[src/dioc_consts.svh]
`ifndef DIOC_CONSTS_SVH
`define DIOC_CONSTS_SVH

// clock rate
`define DIOC_CLK_MHZ 125

// register byte offsets
`define DIOC_OFS_CTRL 8'h00
`define DIOC_OFS_OPEN_EN 8'h04
`define DIOC_OFS_FAULT_ACT 8'h08
`define DIOC_OFS_IDLE_ACT 8'h0c
`define DIOC_OFS_CNT_EN 8'h10
`define DIOC_OFS_CNT_CLR 8'h14
`define DIOC_OFS_STATUS 8'h18
`define DIOC_OFS_IN_STATE 8'h1c
`define DIOC_OFS_THRESH 8'h20
`define DIOC_OFS_COUNT 8'h40

// control field positions
`define DIOC_CTRL_SHORT_EN 0
`define DIOC_CTRL_MANUAL 1
`define DIOC_CTRL_SUPPLY_EN 2
`define DIOC_CTRL_INRUSH_EN 3
`define DIOC_CTRL_SW_PRIO 4
`define DIOC_CTRL_FILT_LSB 8
`define DIOC_CTRL_EXT_LSB 12

// status field positions
`define DIOC_ST_SHORT_LSB 0
`define DIOC_ST_OPEN_LSB 8
`define DIOC_ST_CNT_LSB 16
`define DIOC_ST_SUPPLY 24
`define DIOC_ST_INRUSH 25

// reset values, threshold limit and count scale
`define DIOC_CTRL_RST 32'h0000_1100
`define DIOC_THRESH_RST 16'h0001
`define DIOC_THRESH_MAX 16'hfde8
`define DIOC_CNT_SCALE 1000

// times in their own units
`define DIOC_FILT_US0 100
`define DIOC_FILT_US1 1000
`define DIOC_FILT_US2 10000
`define DIOC_FILT_US3 20000
`define DIOC_EXT_US0 1000
`define DIOC_EXT_US1 15000
`define DIOC_EXT_US2 100000
`define DIOC_EXT_US3 200000
`define DIOC_INRUSH_MS 100
`define DIOC_SAVE_PERIOD_S 3600

`endif

[src/dioc_pkg.sv]
`default_nettype none
package dioc_pkg;

	typedef enum logic [1:0] {
		act_clear                  = 2'h0,
		act_hold                   = 2'h1,
		act_assert_output_forcibly = 2'h2
	} dioc_act_type;

	typedef enum logic [1:0] {
		st_restore_read = 2'h0,
		st_restore_load = 2'h1,
		st_run          = 2'h2,
		st_save         = 2'h3
	} dioc_state_type;

	typedef struct packed {
		logic [7:0]  addr;
		logic [31:0] wdata;
		logic        wr;
		logic        rd;
	} dioc_bus_req_type;

	typedef struct packed {
		logic comm_fault;
		logic comm_idle;
	} dioc_comm_type;

	typedef struct packed {
		logic [1:0] ext_sel;
		logic [1:0] filt_sel;
		logic       sw_prio;
		logic       inrush_en;
		logic       supply_en;
		logic       manual;
		logic       short_en;
	} dioc_ctrl_type;

endpackage : dioc_pkg
`default_nettype wire

[src/dioc_count_store.sv]
`timescale 1ns/1ps
`default_nettype none
// no reset on the array: contents survive a reset like retained storage
module dioc_count_store #(
	parameter int W  = 32,
	parameter int D  = 8,
	parameter int AW = 3
) (
	// clock and reset
	input  wire logic          clk,
	input  wire logic          reset_n,
	// write port
	input  wire logic          wr_en,
	input  wire logic [AW-1:0] wr_addr,
	input  wire logic [W-1:0]  wr_data,
	// read port
	input  wire logic [AW-1:0] rd_addr,
	output var  logic [W-1:0]  rd_data
);
	// blank store at first power-up; a declaration value leaves always_ff the only writer
	logic [W-1:0] mem [D] = '{default: '0};

	always_ff @(posedge clk) begin
		if (wr_en) begin
			mem[wr_addr] <= wr_data;
		end
	end

	always_ff @(posedge clk) begin
		if (!reset_n) begin
			rd_data <= '0;
		end else begin
			rd_data <= mem[rd_addr];
		end
	end
endmodule : dioc_count_store
`default_nettype wire

[src/dioc_input_cond.sv]
`timescale 1ns/1ps
`default_nettype none
module dioc_input_cond #(
	parameter int CW = 25
) (
	// clock and reset
	input  wire logic          clk,
	input  wire logic          reset_n,
	// synchronised input and selected times
	input  wire logic          raw,
	input  wire logic [CW-1:0] filt_cyc,
	input  wire logic [CW-1:0] ext_cyc,
	// conditioned state
	output var  logic          state
);
	logic          filt;
	logic [CW-1:0] fcnt;
	logic [CW-1:0] hcnt;

	// a change must persist for the whole filter time
	always_ff @(posedge clk) begin
		if (!reset_n) begin
			filt <= 1'b0;
			fcnt <= '0;
		end else if (raw == filt) begin
			fcnt <= '0;
		end else if (fcnt + 1'b1 >= filt_cyc) begin
			filt <= raw;
			fcnt <= '0;
		end else begin
			fcnt <= fcnt + 1'b1;
		end
	end

	// each accepted state is held at least the extension time
	always_ff @(posedge clk) begin
		if (!reset_n) begin
			state <= 1'b0;
			hcnt  <= '0;
		end else if (hcnt != '0) begin
			hcnt <= hcnt - 1'b1;
		end else if (filt != state) begin
			state <= filt;
			hcnt  <= ext_cyc;
		end
	end
endmodule : dioc_input_cond
`default_nettype wire

[src/dioc_supervisor.sv]
// Functional notes
// - short detection enable raises load short error
// - auto restart clears error once short gone
// - manual restart latches error until reset or until short detection is disabled
// - per-channel open detection raises open error
// - communication fault applies channel fault action
// - communication idle applies channel idle action
// - channel actions only under software priority
// - count transitions, error above threshold times 1000
// - save counts hourly, resume after power-up
// - inrush filter masks overcurrent for 100 ms
// - ignore input pulses shorter than filter time
// - stretch input states for extension time
// - supply short detection raises supply error
`timescale 1ns/1ps
`default_nettype none
`include "dioc_consts.svh"
module dioc_supervisor #(
	parameter int                  NCH        = 8,
	parameter logic [3:0][24:0]    FILT_CYC   = {25'(`DIOC_FILT_US3 * `DIOC_CLK_MHZ),
		25'(`DIOC_FILT_US2 * `DIOC_CLK_MHZ), 25'(`DIOC_FILT_US1 * `DIOC_CLK_MHZ),
		25'(`DIOC_FILT_US0 * `DIOC_CLK_MHZ)},
	parameter logic [3:0][24:0]    EXT_CYC    = {25'(`DIOC_EXT_US3 * `DIOC_CLK_MHZ),
		25'(`DIOC_EXT_US2 * `DIOC_CLK_MHZ), 25'(`DIOC_EXT_US1 * `DIOC_CLK_MHZ),
		25'(`DIOC_EXT_US0 * `DIOC_CLK_MHZ)},
	parameter logic [24:0]         INRUSH_CYC = 25'(`DIOC_INRUSH_MS * 1000 * `DIOC_CLK_MHZ),
	parameter logic [63:0]         SAVE_CYC   = 64'(`DIOC_SAVE_PERIOD_S) * 64'd1000000 * 64'(`DIOC_CLK_MHZ)
) (
	// clock and reset
	input  wire logic                      clk,
	input  wire logic                      reset_n,
	// register port
	input  wire dioc_pkg::dioc_bus_req_type bus,
	output var  logic [31:0]               rdata,
	// controller side
	input  wire dioc_pkg::dioc_comm_type   comm,
	input  wire logic [NCH-1:0]            out_cmd,
	// field pins
	input  wire logic [NCH-1:0]            load_short_pin,
	input  wire logic [NCH-1:0]            load_open_pin,
	input  wire logic                      supply_short_pin,
	input  wire logic [NCH-1:0]            din_pin,
	// outputs
	output var  logic [NCH-1:0]            dout,
	output var  logic [NCH-1:0]            din_state,
	output var  logic                      err_any
);
	localparam int IW = (NCH > 1) ? $clog2(NCH) : 1;

	dioc_pkg::dioc_ctrl_type  ctrl;
	dioc_pkg::dioc_state_type state;
	logic [NCH-1:0]   open_en;
	logic [NCH-1:0]   cnt_en;
	logic [2*NCH-1:0] fault_act;
	logic [2*NCH-1:0] idle_act;
	logic [15:0]      thresh [NCH];
	logic [31:0]      count [NCH];
	logic [NCH-1:0]   cnt_clr;
	logic [NCH-1:0]   short_err;
	logic [NCH-1:0]   open_err;
	logic [NCH-1:0]   cnt_err;
	logic             supply_err;
	logic [NCH-1:0]   next_dout;
	logic [NCH-1:0]   toggled;
	logic [24:0]      inrush_cnt;
	logic             inrush_mask;
	logic [63:0]      save_timer;
	logic             save_tick;
	logic [IW-1:0]    idx;
	logic [31:0]      store_rd;
	logic [31:0]      status;
	logic [31:0]      next_rdata;
	logic [IW-1:0]    bus_ch;

	// pin synchronisers
	logic [NCH-1:0] short_s1, short_s2, open_s1, open_s2, din_s1, din_s2;
	logic           supply_s1, supply_s2;

	always_ff @(posedge clk) begin
		if (!reset_n) begin
			short_s1  <= '0;
			short_s2  <= '0;
			open_s1   <= '0;
			open_s2   <= '0;
			din_s1    <= '0;
			din_s2    <= '0;
			supply_s1 <= 1'b0;
			supply_s2 <= 1'b0;
		end else begin
			short_s1  <= load_short_pin;
			short_s2  <= short_s1;
			open_s1   <= load_open_pin;
			open_s2   <= open_s1;
			din_s1    <= din_pin;
			din_s2    <= din_s1;
			supply_s1 <= supply_short_pin;
			supply_s2 <= supply_s1;
		end
	end

	function automatic logic in_blk(input logic [7:0] addr, input logic [7:0] base);
		return addr[7:5] == base[7:5];
	endfunction : in_blk

	function automatic logic act_value(input logic [1:0] act, input logic held);
		logic v;
		case (dioc_pkg::dioc_act_type'(act))
			dioc_pkg::act_hold:                   v = held;
			dioc_pkg::act_assert_output_forcibly: v = 1'b1;
			default:                              v = 1'b0;
		endcase
		return v;
	endfunction : act_value

	// register word to control fields; reset and write share it so both follow the map
	function automatic dioc_pkg::dioc_ctrl_type ctrl_of(input logic [31:0] w);
		dioc_pkg::dioc_ctrl_type c;
		c.short_en  = w[`DIOC_CTRL_SHORT_EN];
		c.manual    = w[`DIOC_CTRL_MANUAL];
		c.supply_en = w[`DIOC_CTRL_SUPPLY_EN];
		c.inrush_en = w[`DIOC_CTRL_INRUSH_EN];
		c.sw_prio   = w[`DIOC_CTRL_SW_PRIO];
		c.filt_sel  = w[`DIOC_CTRL_FILT_LSB +: 2];
		c.ext_sel   = w[`DIOC_CTRL_EXT_LSB +: 2];
		return c;
	endfunction : ctrl_of

	assign bus_ch = bus.addr[IW+1:2];

	// register writes
	always_ff @(posedge clk) begin
		if (!reset_n) begin
			ctrl      <= ctrl_of(`DIOC_CTRL_RST);
			open_en   <= '0;
			cnt_en    <= '0;
			fault_act <= '0;
			idle_act  <= '0;
		end else if (bus.wr) begin
			case (bus.addr)
				`DIOC_OFS_CTRL:      ctrl      <= ctrl_of(bus.wdata);
				`DIOC_OFS_OPEN_EN:   open_en   <= bus.wdata[NCH-1:0];
				`DIOC_OFS_FAULT_ACT: fault_act <= bus.wdata[2*NCH-1:0];
				`DIOC_OFS_IDLE_ACT:  idle_act  <= bus.wdata[2*NCH-1:0];
				`DIOC_OFS_CNT_EN:    cnt_en    <= bus.wdata[NCH-1:0];
				default: ;
			endcase
		end
	end

	// thresholds kept inside the settable range
	always_ff @(posedge clk) begin
		if (!reset_n) begin
			for (int i = 0; i < NCH; i++) begin
				thresh[i] <= `DIOC_THRESH_RST;
			end
		end else if (bus.wr && in_blk(bus.addr, `DIOC_OFS_THRESH) && 32'(bus_ch) < NCH) begin
			if (bus.wdata[31:16] != 16'h0 || bus.wdata[15:0] > `DIOC_THRESH_MAX) begin
				thresh[bus_ch] <= `DIOC_THRESH_MAX;
			end else if (bus.wdata[15:0] == 16'h0) begin
				thresh[bus_ch] <= `DIOC_THRESH_RST;
			end else begin
				thresh[bus_ch] <= bus.wdata[15:0];
			end
		end
	end

	assign cnt_clr = (bus.wr && bus.addr == `DIOC_OFS_CNT_CLR) ? bus.wdata[NCH-1:0] : '0;

	// output selection
	always_comb begin
		for (int i = 0; i < NCH; i++) begin
			if (comm.comm_fault) begin
				next_dout[i] = ctrl.sw_prio ? act_value(fault_act[2*i +: 2], dout[i]) : 1'b0;
			end else if (comm.comm_idle) begin
				next_dout[i] = ctrl.sw_prio ? act_value(idle_act[2*i +: 2], dout[i]) : 1'b0;
			end else begin
				next_dout[i] = out_cmd[i];
			end
		end
	end

	always_ff @(posedge clk) begin
		if (!reset_n) begin
			dout <= '0;
		end else begin
			dout <= next_dout;
		end
	end

	assign toggled = next_dout ^ dout;

	// inrush window runs from the end of reset
	always_ff @(posedge clk) begin
		if (!reset_n) begin
			inrush_cnt <= INRUSH_CYC;
		end else if (inrush_cnt != 25'h0) begin
			inrush_cnt <= inrush_cnt - 25'h1;
		end
	end

	assign inrush_mask = ctrl.inrush_en && inrush_cnt != 25'h0;

	// short errors: a new short wins over the auto clear
	always_ff @(posedge clk) begin
		if (!reset_n) begin
			short_err <= '0;
		end else if (!ctrl.short_en) begin
			short_err <= '0;
		end else begin
			short_err <= (short_s2 & ~{NCH{inrush_mask}}) | (ctrl.manual ? short_err : '0);
		end
	end

	always_ff @(posedge clk) begin
		if (!reset_n) begin
			open_err   <= '0;
			supply_err <= 1'b0;
		end else begin
			open_err   <= open_en & open_s2;
			supply_err <= ctrl.supply_en & supply_s2;
		end
	end

	// transition counters; restore and hourly save via the store
	always_ff @(posedge clk) begin
		if (!reset_n) begin
			for (int i = 0; i < NCH; i++) begin
				count[i] <= '0;
			end
		end else begin
			for (int i = 0; i < NCH; i++) begin
				if (state == dioc_pkg::st_restore_load && 32'(idx) == i) begin
					count[i] <= store_rd;
				end else if (state != dioc_pkg::st_restore_read && state != dioc_pkg::st_restore_load) begin
					if (cnt_clr[i]) begin
						count[i] <= {31'h0, toggled[i]};
					end else if (toggled[i] && count[i] != 32'hffff_ffff) begin
						count[i] <= count[i] + 32'h1;
					end
				end
			end
		end
	end

	always_ff @(posedge clk) begin
		if (!reset_n) begin
			cnt_err <= '0;
		end else begin
			for (int i = 0; i < NCH; i++) begin
				cnt_err[i] <= cnt_en[i] && count[i] > 32'(thresh[i]) * 32'(`DIOC_CNT_SCALE);
			end
		end
	end

	always_ff @(posedge clk) begin
		if (!reset_n) begin
			save_timer <= '0;
		end else if (save_timer >= SAVE_CYC - 64'h1) begin
			save_timer <= '0;
		end else begin
			save_timer <= save_timer + 64'h1;
		end
	end

	assign save_tick = save_timer >= SAVE_CYC - 64'h1;

	always_ff @(posedge clk) begin
		if (!reset_n) begin
			state <= dioc_pkg::st_restore_read;
			idx   <= '0;
		end else begin
			case (state)
				dioc_pkg::st_restore_read: state <= dioc_pkg::st_restore_load;
				dioc_pkg::st_restore_load: begin
					if (32'(idx) == NCH - 1) begin
						state <= dioc_pkg::st_run;
						idx   <= '0;
					end else begin
						state <= dioc_pkg::st_restore_read;
						idx   <= idx + 1'b1;
					end
				end
				dioc_pkg::st_run: begin
					if (save_tick) begin
						state <= dioc_pkg::st_save;
						idx   <= '0;
					end
				end
				dioc_pkg::st_save: begin
					if (32'(idx) == NCH - 1) begin
						state <= dioc_pkg::st_run;
						idx   <= '0;
					end else begin
						idx <= idx + 1'b1;
					end
				end
				default: state <= dioc_pkg::st_run;
			endcase
		end
	end

	dioc_count_store #(
		.W  (32),
		.D  (NCH),
		.AW (IW)
	) u_store (
		.clk     (clk),
		.reset_n (reset_n),
		.wr_en   (state == dioc_pkg::st_save),
		.wr_addr (idx),
		.wr_data (count[idx]),
		.rd_addr (idx),
		.rd_data (store_rd)
	);

	// input conditioning per channel
	genvar g;
	generate
		for (g = 0; g < NCH; g++) begin : g_in
			dioc_input_cond #(
				.CW (25)
			) u_cond (
				.clk      (clk),
				.reset_n  (reset_n),
				.raw      (din_s2[g]),
				.filt_cyc (FILT_CYC[ctrl.filt_sel]),
				.ext_cyc  (EXT_CYC[ctrl.ext_sel]),
				.state    (din_state[g])
			);
		end
	endgenerate

	// register reads, data in the following cycle
	always_comb begin
		status = '0;
		status[`DIOC_ST_SHORT_LSB +: NCH] = short_err;
		status[`DIOC_ST_OPEN_LSB +: NCH]  = open_err;
		status[`DIOC_ST_CNT_LSB +: NCH]   = cnt_err;
		status[`DIOC_ST_SUPPLY]           = supply_err;
		status[`DIOC_ST_INRUSH]           = inrush_mask;
		next_rdata = '0;
		if (in_blk(bus.addr, `DIOC_OFS_THRESH) && 32'(bus_ch) < NCH) begin
			next_rdata[15:0] = thresh[bus_ch];
		end else if (in_blk(bus.addr, `DIOC_OFS_COUNT) && 32'(bus_ch) < NCH) begin
			next_rdata = count[bus_ch];
		end else begin
			case (bus.addr)
				`DIOC_OFS_CTRL: begin
					next_rdata[`DIOC_CTRL_SHORT_EN]      = ctrl.short_en;
					next_rdata[`DIOC_CTRL_MANUAL]        = ctrl.manual;
					next_rdata[`DIOC_CTRL_SUPPLY_EN]     = ctrl.supply_en;
					next_rdata[`DIOC_CTRL_INRUSH_EN]     = ctrl.inrush_en;
					next_rdata[`DIOC_CTRL_SW_PRIO]       = ctrl.sw_prio;
					next_rdata[`DIOC_CTRL_FILT_LSB +: 2] = ctrl.filt_sel;
					next_rdata[`DIOC_CTRL_EXT_LSB +: 2]  = ctrl.ext_sel;
				end
				`DIOC_OFS_OPEN_EN:   next_rdata[NCH-1:0]   = open_en;
				`DIOC_OFS_FAULT_ACT: next_rdata[2*NCH-1:0] = fault_act;
				`DIOC_OFS_IDLE_ACT:  next_rdata[2*NCH-1:0] = idle_act;
				`DIOC_OFS_CNT_EN:    next_rdata[NCH-1:0]   = cnt_en;
				`DIOC_OFS_STATUS:    next_rdata            = status;
				`DIOC_OFS_IN_STATE:  next_rdata[NCH-1:0]   = din_state;
				default:             next_rdata            = '0;
			endcase
		end
	end

	always_ff @(posedge clk) begin
		if (!reset_n) begin
			rdata <= '0;
		end else begin
			rdata <= bus.rd ? next_rdata : '0;
		end
	end

	always_ff @(posedge clk) begin
		if (!reset_n) begin
			err_any <= 1'b0;
		end else begin
			err_any <= |{short_err, open_err, cnt_err, supply_err};
		end
	end
endmodule : dioc_supervisor
`default_nettype wire

[config.mk]
export PLATFORM = sky130hd
export DESIGN_NAME = dioc_supervisor
export DESIGN_NICKNAME = d
export VERILOG_FILES = /design/src/dioc_pkg.sv /design/src/dioc_count_store.sv /design/src/dioc_input_cond.sv /design/src/dioc_supervisor.sv
export VERILOG_INCLUDE_DIRS = /design/src
export SDC_FILE = /design/constraint.sdc
export NUM_CORES = 2
export LEC_CHECK = 0
export BUFFER_PORTS_ARGS = -buffer_cell sky130_fd_sc_hd__buf_2
export CAP_MARGIN = 20
export CELL_PAD_IN_SITES_DETAIL_PLACEMENT = 0
export CELL_PAD_IN_SITES_GLOBAL_PLACEMENT = 1
export CORE_MARGIN = 4
export CORE_UTILIZATION = 35
export CTS_CLUSTER_DIAMETER = 200
export DETAILED_ROUTE_END_ITERATION = 7
export PLACE_DENSITY = 0.64
export RECOVER_POWER = 100
export SKIP_LAST_GASP = 1
export SYNTH_ARGS = -nofsm -noshare
export SYNTH_HDL_FRONTEND = slang
export SYNTH_SLANG_ARGS = --single-unit
export TNS_END_PERCENT = 5
[constraint.sdc]
create_clock -name clk -period 6.15 [get_ports clk]
set_input_delay 0.615 -clock clk [delete_from_list [all_inputs] [get_ports clk]]
set_output_delay 0.615 -clock clk [all_outputs]
set_load 0.02 [all_outputs]
==> reports/results.ini <==
[status]
status = finished, final reports clean

[power_and_ir_drop]
clkPwrFrac_pct = 25.4
power.density_mw_per_mm2 = 390
net-switching-power_w = 0.0161
seq_power_share_pct = 27.3
power_frac_comb_pct = 47.3
power_leakage_nw = 41.7
p_int_w = 0.0248
power.switching_fraction_pct = 39.4
power.ir.vdd_worst_v = 0.000326

[clock_network]
max-clock-path-buffers = 3
clock_sink_count = 1358
clock_insertion_delay_worst_skew_ns = 0.85
level_count_of_the_clock_h_tree = 4
clock_transition_at_the_registers_of_the_reported_paths_ns = 0.06
root_buffer = sky130_fd_sc_hd__clkbuf_16
numCtsBuffers = 163
cts_tree = yes

[placement]
place.detailed.hpwl_microns = 241000
placement.setup.worst_slack_ns = 0.0494
gp_congestion = 0.952
dp_cells = 12800
port-buffer-count = 127

[logic_synthesis]
sequential_cell_area_fraction_in_the_yosys_report_pct = 36.1
synth_cells = 9293
ys.warnings.count = 0
synth_area_sq_mm = 0.0931
postSynthRegisterBits = 1358
yosys.cell_types.count = 91
synth_area_per_cell_sq_um = 10.0
synth_enable_flop_cells = 640
yosys_most_used_dff = sky130_fd_sc_hd__dfxtp_1
synth_async_sr_flop_share_pct = 0

[timing]
max_freq_mhz = 167
finalCritPeriodShare_pct = 97.2
total_count_of_hold_check_failures_in_the_final_report = 0
layout_setup_ws_ns = 0.170
slew_violations = 0
period_needed_ns = 5.98
tightest_slew_ns = 1.19
holdWs_ns = 0.0935
maxSlewHeadroom_pct = 20.2
clock-skew-final_ns = 0.0560
rsz0062_at_grt = true
setup_viol = 0

[layout]
finalNonFillerCells = 13200
layout_commonest_cell = sky130_fd_sc_hd__ha_1
final_core_utilization_pct = 39.6
share_of_final_layout_standard_cells_stronger_than_drive_strength_1_pct = 10.5
design.final.nets = 10900
layout-area-overhead-vs-synth_pct = 12.7
commonest_cells_after_routing_fill_and_taps_aside = 834 x sky130_fd_sc_hd__ha_1, 819 x sky130_fd_sc_hd__nand2_1, 797 x sky130_fd_sc_hd__inv_1

[worst_setup_path]
first_element_of_the_critical_path = thresh[7][6]$_SDFFCE_PN0P_
crit_required_ns = 6.88
data_arrival_at_the_endpoint_of_the_critical_path_ns = 6.71
crit_end = cnt_err[7]$_SDFF_PN0_
reg2reg_to = cnt_err[7]$_SDFF_PN0_
rrSetupSlack_ns = 0.17
path_max_fanout = 4
r2r_cells = 21
timing_worst_setup_path_type = reg2reg
critPathLaunchType = flip-flop
rr_startpoint = thresh[7][6]$_SDFFCE_PN0P_
critical_path.endpoint_type = flip-flop

[route]
dr.first_iter.drc_count = 6475
antenna_violating_nets_post_route = 0
firstDrtPassIters = 6
detail_route.drc_violations = 0
detail_route.vias_per_cell = 5.44
routed-via-count = 71800
detail_route.wl_per_cell_microns = 23.9
drt-total-wl_microns = 316000

[global_route]
total_congestion_overflow = 0
grt_start_max_net_pins = 140
initial_antenna_violation_count = 25
global_route_wire_length_before_repair_microns = 465000
first_global_vias = 70200
grt_usage_pct = 22.6

[floorplan]
core-area_sq_mm = 0.265
initial_utilization_pct = 35.1
floorplan.die.height_microns = 524
horiz_die_dim_microns = 524
number_of_i_o_pins = 128
die_area_sq_mm = 0.274
cell_rows = 189

[worst_hold_path]
min-delay-path-class = in2reg
number_of_stages_on_the_worst_hold_path = 2

[job]
max_cap_violations = 0

layer usage:
layer	global-route usage, %	wire length [microns]	vias to the layer above
li1	-	-	33200
met1	30.3	133000	35600
met2	35.7	142000	2478
met3	4.86	26600	466
met4	8.96	13900	12
met5	0	80	-
cells in the mapped netlist (28+ instances only):
| cell type | number | area, sq um |
|---|---|---|
| sky130_fd_sc_hd__edfxtp_1 | 640 | 19200 |
| sky130_fd_sc_hd__nor3_1 | 206 | 1030 |
| sky130_fd_sc_hd__a211oi_1 | 93 | 698 |
| sky130_fd_sc_hd__and4_1 | 54 | 473 |
| sky130_fd_sc_hd__a21o_1 | 96 | 721 |
| sky130_fd_sc_hd__nor2_1 | 680 | 2550 |
| sky130_fd_sc_hd__buf_1 | 43 | 161 |
| sky130_fd_sc_hd__or2_2 | 37 | 231 |
| sky130_fd_sc_hd__a31oi_1 | 51 | 319 |
| sky130_fd_sc_hd__ha_1 | 834 | 10400 |
| sky130_fd_sc_hd__xor2_1 | 388 | 3400 |
| sky130_fd_sc_hd__and2_1 | 75 | 469 |
| sky130_fd_sc_hd__o21a_1 | 43 | 323 |
| sky130_fd_sc_hd__nand2b_1 | 53 | 332 |
| sky130_fd_sc_hd__a21oi_1 | 486 | 2430 |
| sky130_fd_sc_hd__fa_1 | 432 | 8650 |
| sky130_fd_sc_hd__dfxtp_1 | 718 | 14400 |
| sky130_fd_sc_hd__xnor2_1 | 355 | 3110 |
| sky130_fd_sc_hd__mux2_2 | 30 | 338 |
| sky130_fd_sc_hd__clkbuf_1 | 271 | 1020 |
| sky130_fd_sc_hd__mux4_2 | 224 | 5040 |
| sky130_fd_sc_hd__and3_1 | 116 | 726 |
| sky130_fd_sc_hd__nor2b_1 | 192 | 1200 |
| sky130_fd_sc_hd__nand3_1 | 400 | 2000 |
| sky130_fd_sc_hd__nor4_1 | 107 | 669 |
| sky130_fd_sc_hd__inv_1 | 809 | 3040 |
| sky130_fd_sc_hd__or4_1 | 55 | 413 |
| sky130_fd_sc_hd__nand2_1 | 819 | 3070 |
| sky130_fd_sc_hd__or3_1 | 64 | 400 |
| sky130_fd_sc_hd__mux2i_1 | 68 | 681 |
| sky130_fd_sc_hd__nand4_1 | 161 | 1010 |
| sky130_fd_sc_hd__o21ai_0 | 361 | 1810 |
| sky130_fd_sc_hd__o31ai_1 | 28 | 210 |
per-stage QoR:
step           total power (W)  instance area (sq um)  TNS (ns)
2_1_floorplan           0.0250                  93300         0
6_report                0.0409                 105000         0
3_5_place_dp            0.0304                  98700         0
4_1_cts                 0.0410                 105000         0
5_1_grt                 0.0441                 105000    -0.391
3_3_place_gp            0.0301                  98700         0
kinds of logic after synthesis:
family                   Yosys count  share of synthesized area [%]
multiplexers                     322                           6.51
other                              1                        0.00403
flip-flops                      1358                           36.1
adder cells (fa/ha/maj)         1266                           20.5
XOR/XNOR                         743                           6.99
buffers and inverters           1164                           4.78
AND/OR/NAND/NOR                 3080                           16.3
AO/OA/AOI/OAI                   1359                           8.85
power by group through the flow:
stage / registers (W) / clock network, W / logic (W)
detailed placement: 0.0113 / 0 / 0.0191
global placement: 0.0113 / 0 / 0.0188
floorplan: 0.0109 / 0 / 0.0141
global route: 0.0112 / 0.0110 / 0.0219
finish: 0.0112 / 0.0104 / 0.0193
CTS: 0.0111 / 0.0106 / 0.0192
area by class of cell:
class | count | area, sq um
Tap cell | 3533 | 4420
Fill cell | 25900 | 160000
Sequential cell | 1358 | 33600
Clock buffer | 221 | 4630
Antenna cell | 13 | 32.5
Inverter | 809 | 3050
Timing Repair Buffer | 355 | 2450
Multi-Input combinational cell | 6819 | 55500
Clock inverter | 84 | 1190
critical path, stage by stage (launching register included):
cell	delay, ns
sky130_fd_sc_hd__edfxtp_1	0.48
sky130_fd_sc_hd__inv_1	0.13
sky130_fd_sc_hd__fa_1	0.44
sky130_fd_sc_hd__fa_1	0.51
sky130_fd_sc_hd__fa_1	0.51
sky130_fd_sc_hd__fa_1	0.52
sky130_fd_sc_hd__inv_1	0.04
sky130_fd_sc_hd__ha_1	0.35
sky130_fd_sc_hd__a21o_1	0.20
sky130_fd_sc_hd__a21o_1	0.21
sky130_fd_sc_hd__or3_1	0.34
sky130_fd_sc_hd__o211ai_1	0.26
sky130_fd_sc_hd__nand3_1	0.15
sky130_fd_sc_hd__a31o_2	0.26
sky130_fd_sc_hd__a21oi_1	0.16
sky130_fd_sc_hd__xor2_1	0.10
sky130_fd_sc_hd__ha_1	0.31
sky130_fd_sc_hd__nand4_1	0.08
sky130_fd_sc_hd__or4_1	0.46
sky130_fd_sc_hd__a21oi_1	0.19
sky130_fd_sc_hd__nor3_1	0.07
sky130_fd_sc_hd__a21oi_1	0.15
flip-flops by register name, summed over array words and instances, names as in the netlist, 9 cells and up, named ones only:
signal,count
count,256
u_store.mem,256
g_in.u_cond.fcnt,200
g_in.u_cond.hcnt,200
thresh,128
save_timer,64
rdata,32
u_store.rd_data,32
inrush_cnt,25
fault_act,16
idle_act,16
ctrl,9
worst min-delay path by stage:
stage	start	to	slack [ns]
after floorplan	din_s1[0]$_SDFF_PN0_	din_s2[0]$_SDFF_PN0_	0.41
after detailed placement	short_s1[6]$_SDFF_PN0_	short_s2[6]$_SDFF_PN0_	0.42
after global routing	din_pin[1]	din_s1[1]$_SDFF_PN0_	0.04
after CTS	din_pin[1]	din_s1[1]$_SDFF_PN0_	0.004
final	din_pin[1]	din_s1[1]$_SDFF_PN0_	0.09
after global placement	short_s1[6]$_SDFF_PN0_	short_s2[6]$_SDFF_PN0_	0.43
what timing repair did:
action,in CTS,in global routing
hold endpoints to repair,8,0
hold buffers,8,0
buffers inserted,0,12
gates resized for setup,0,47
endpoints found under the setup margin,0,8
Power figures use the tool's default switching activity.
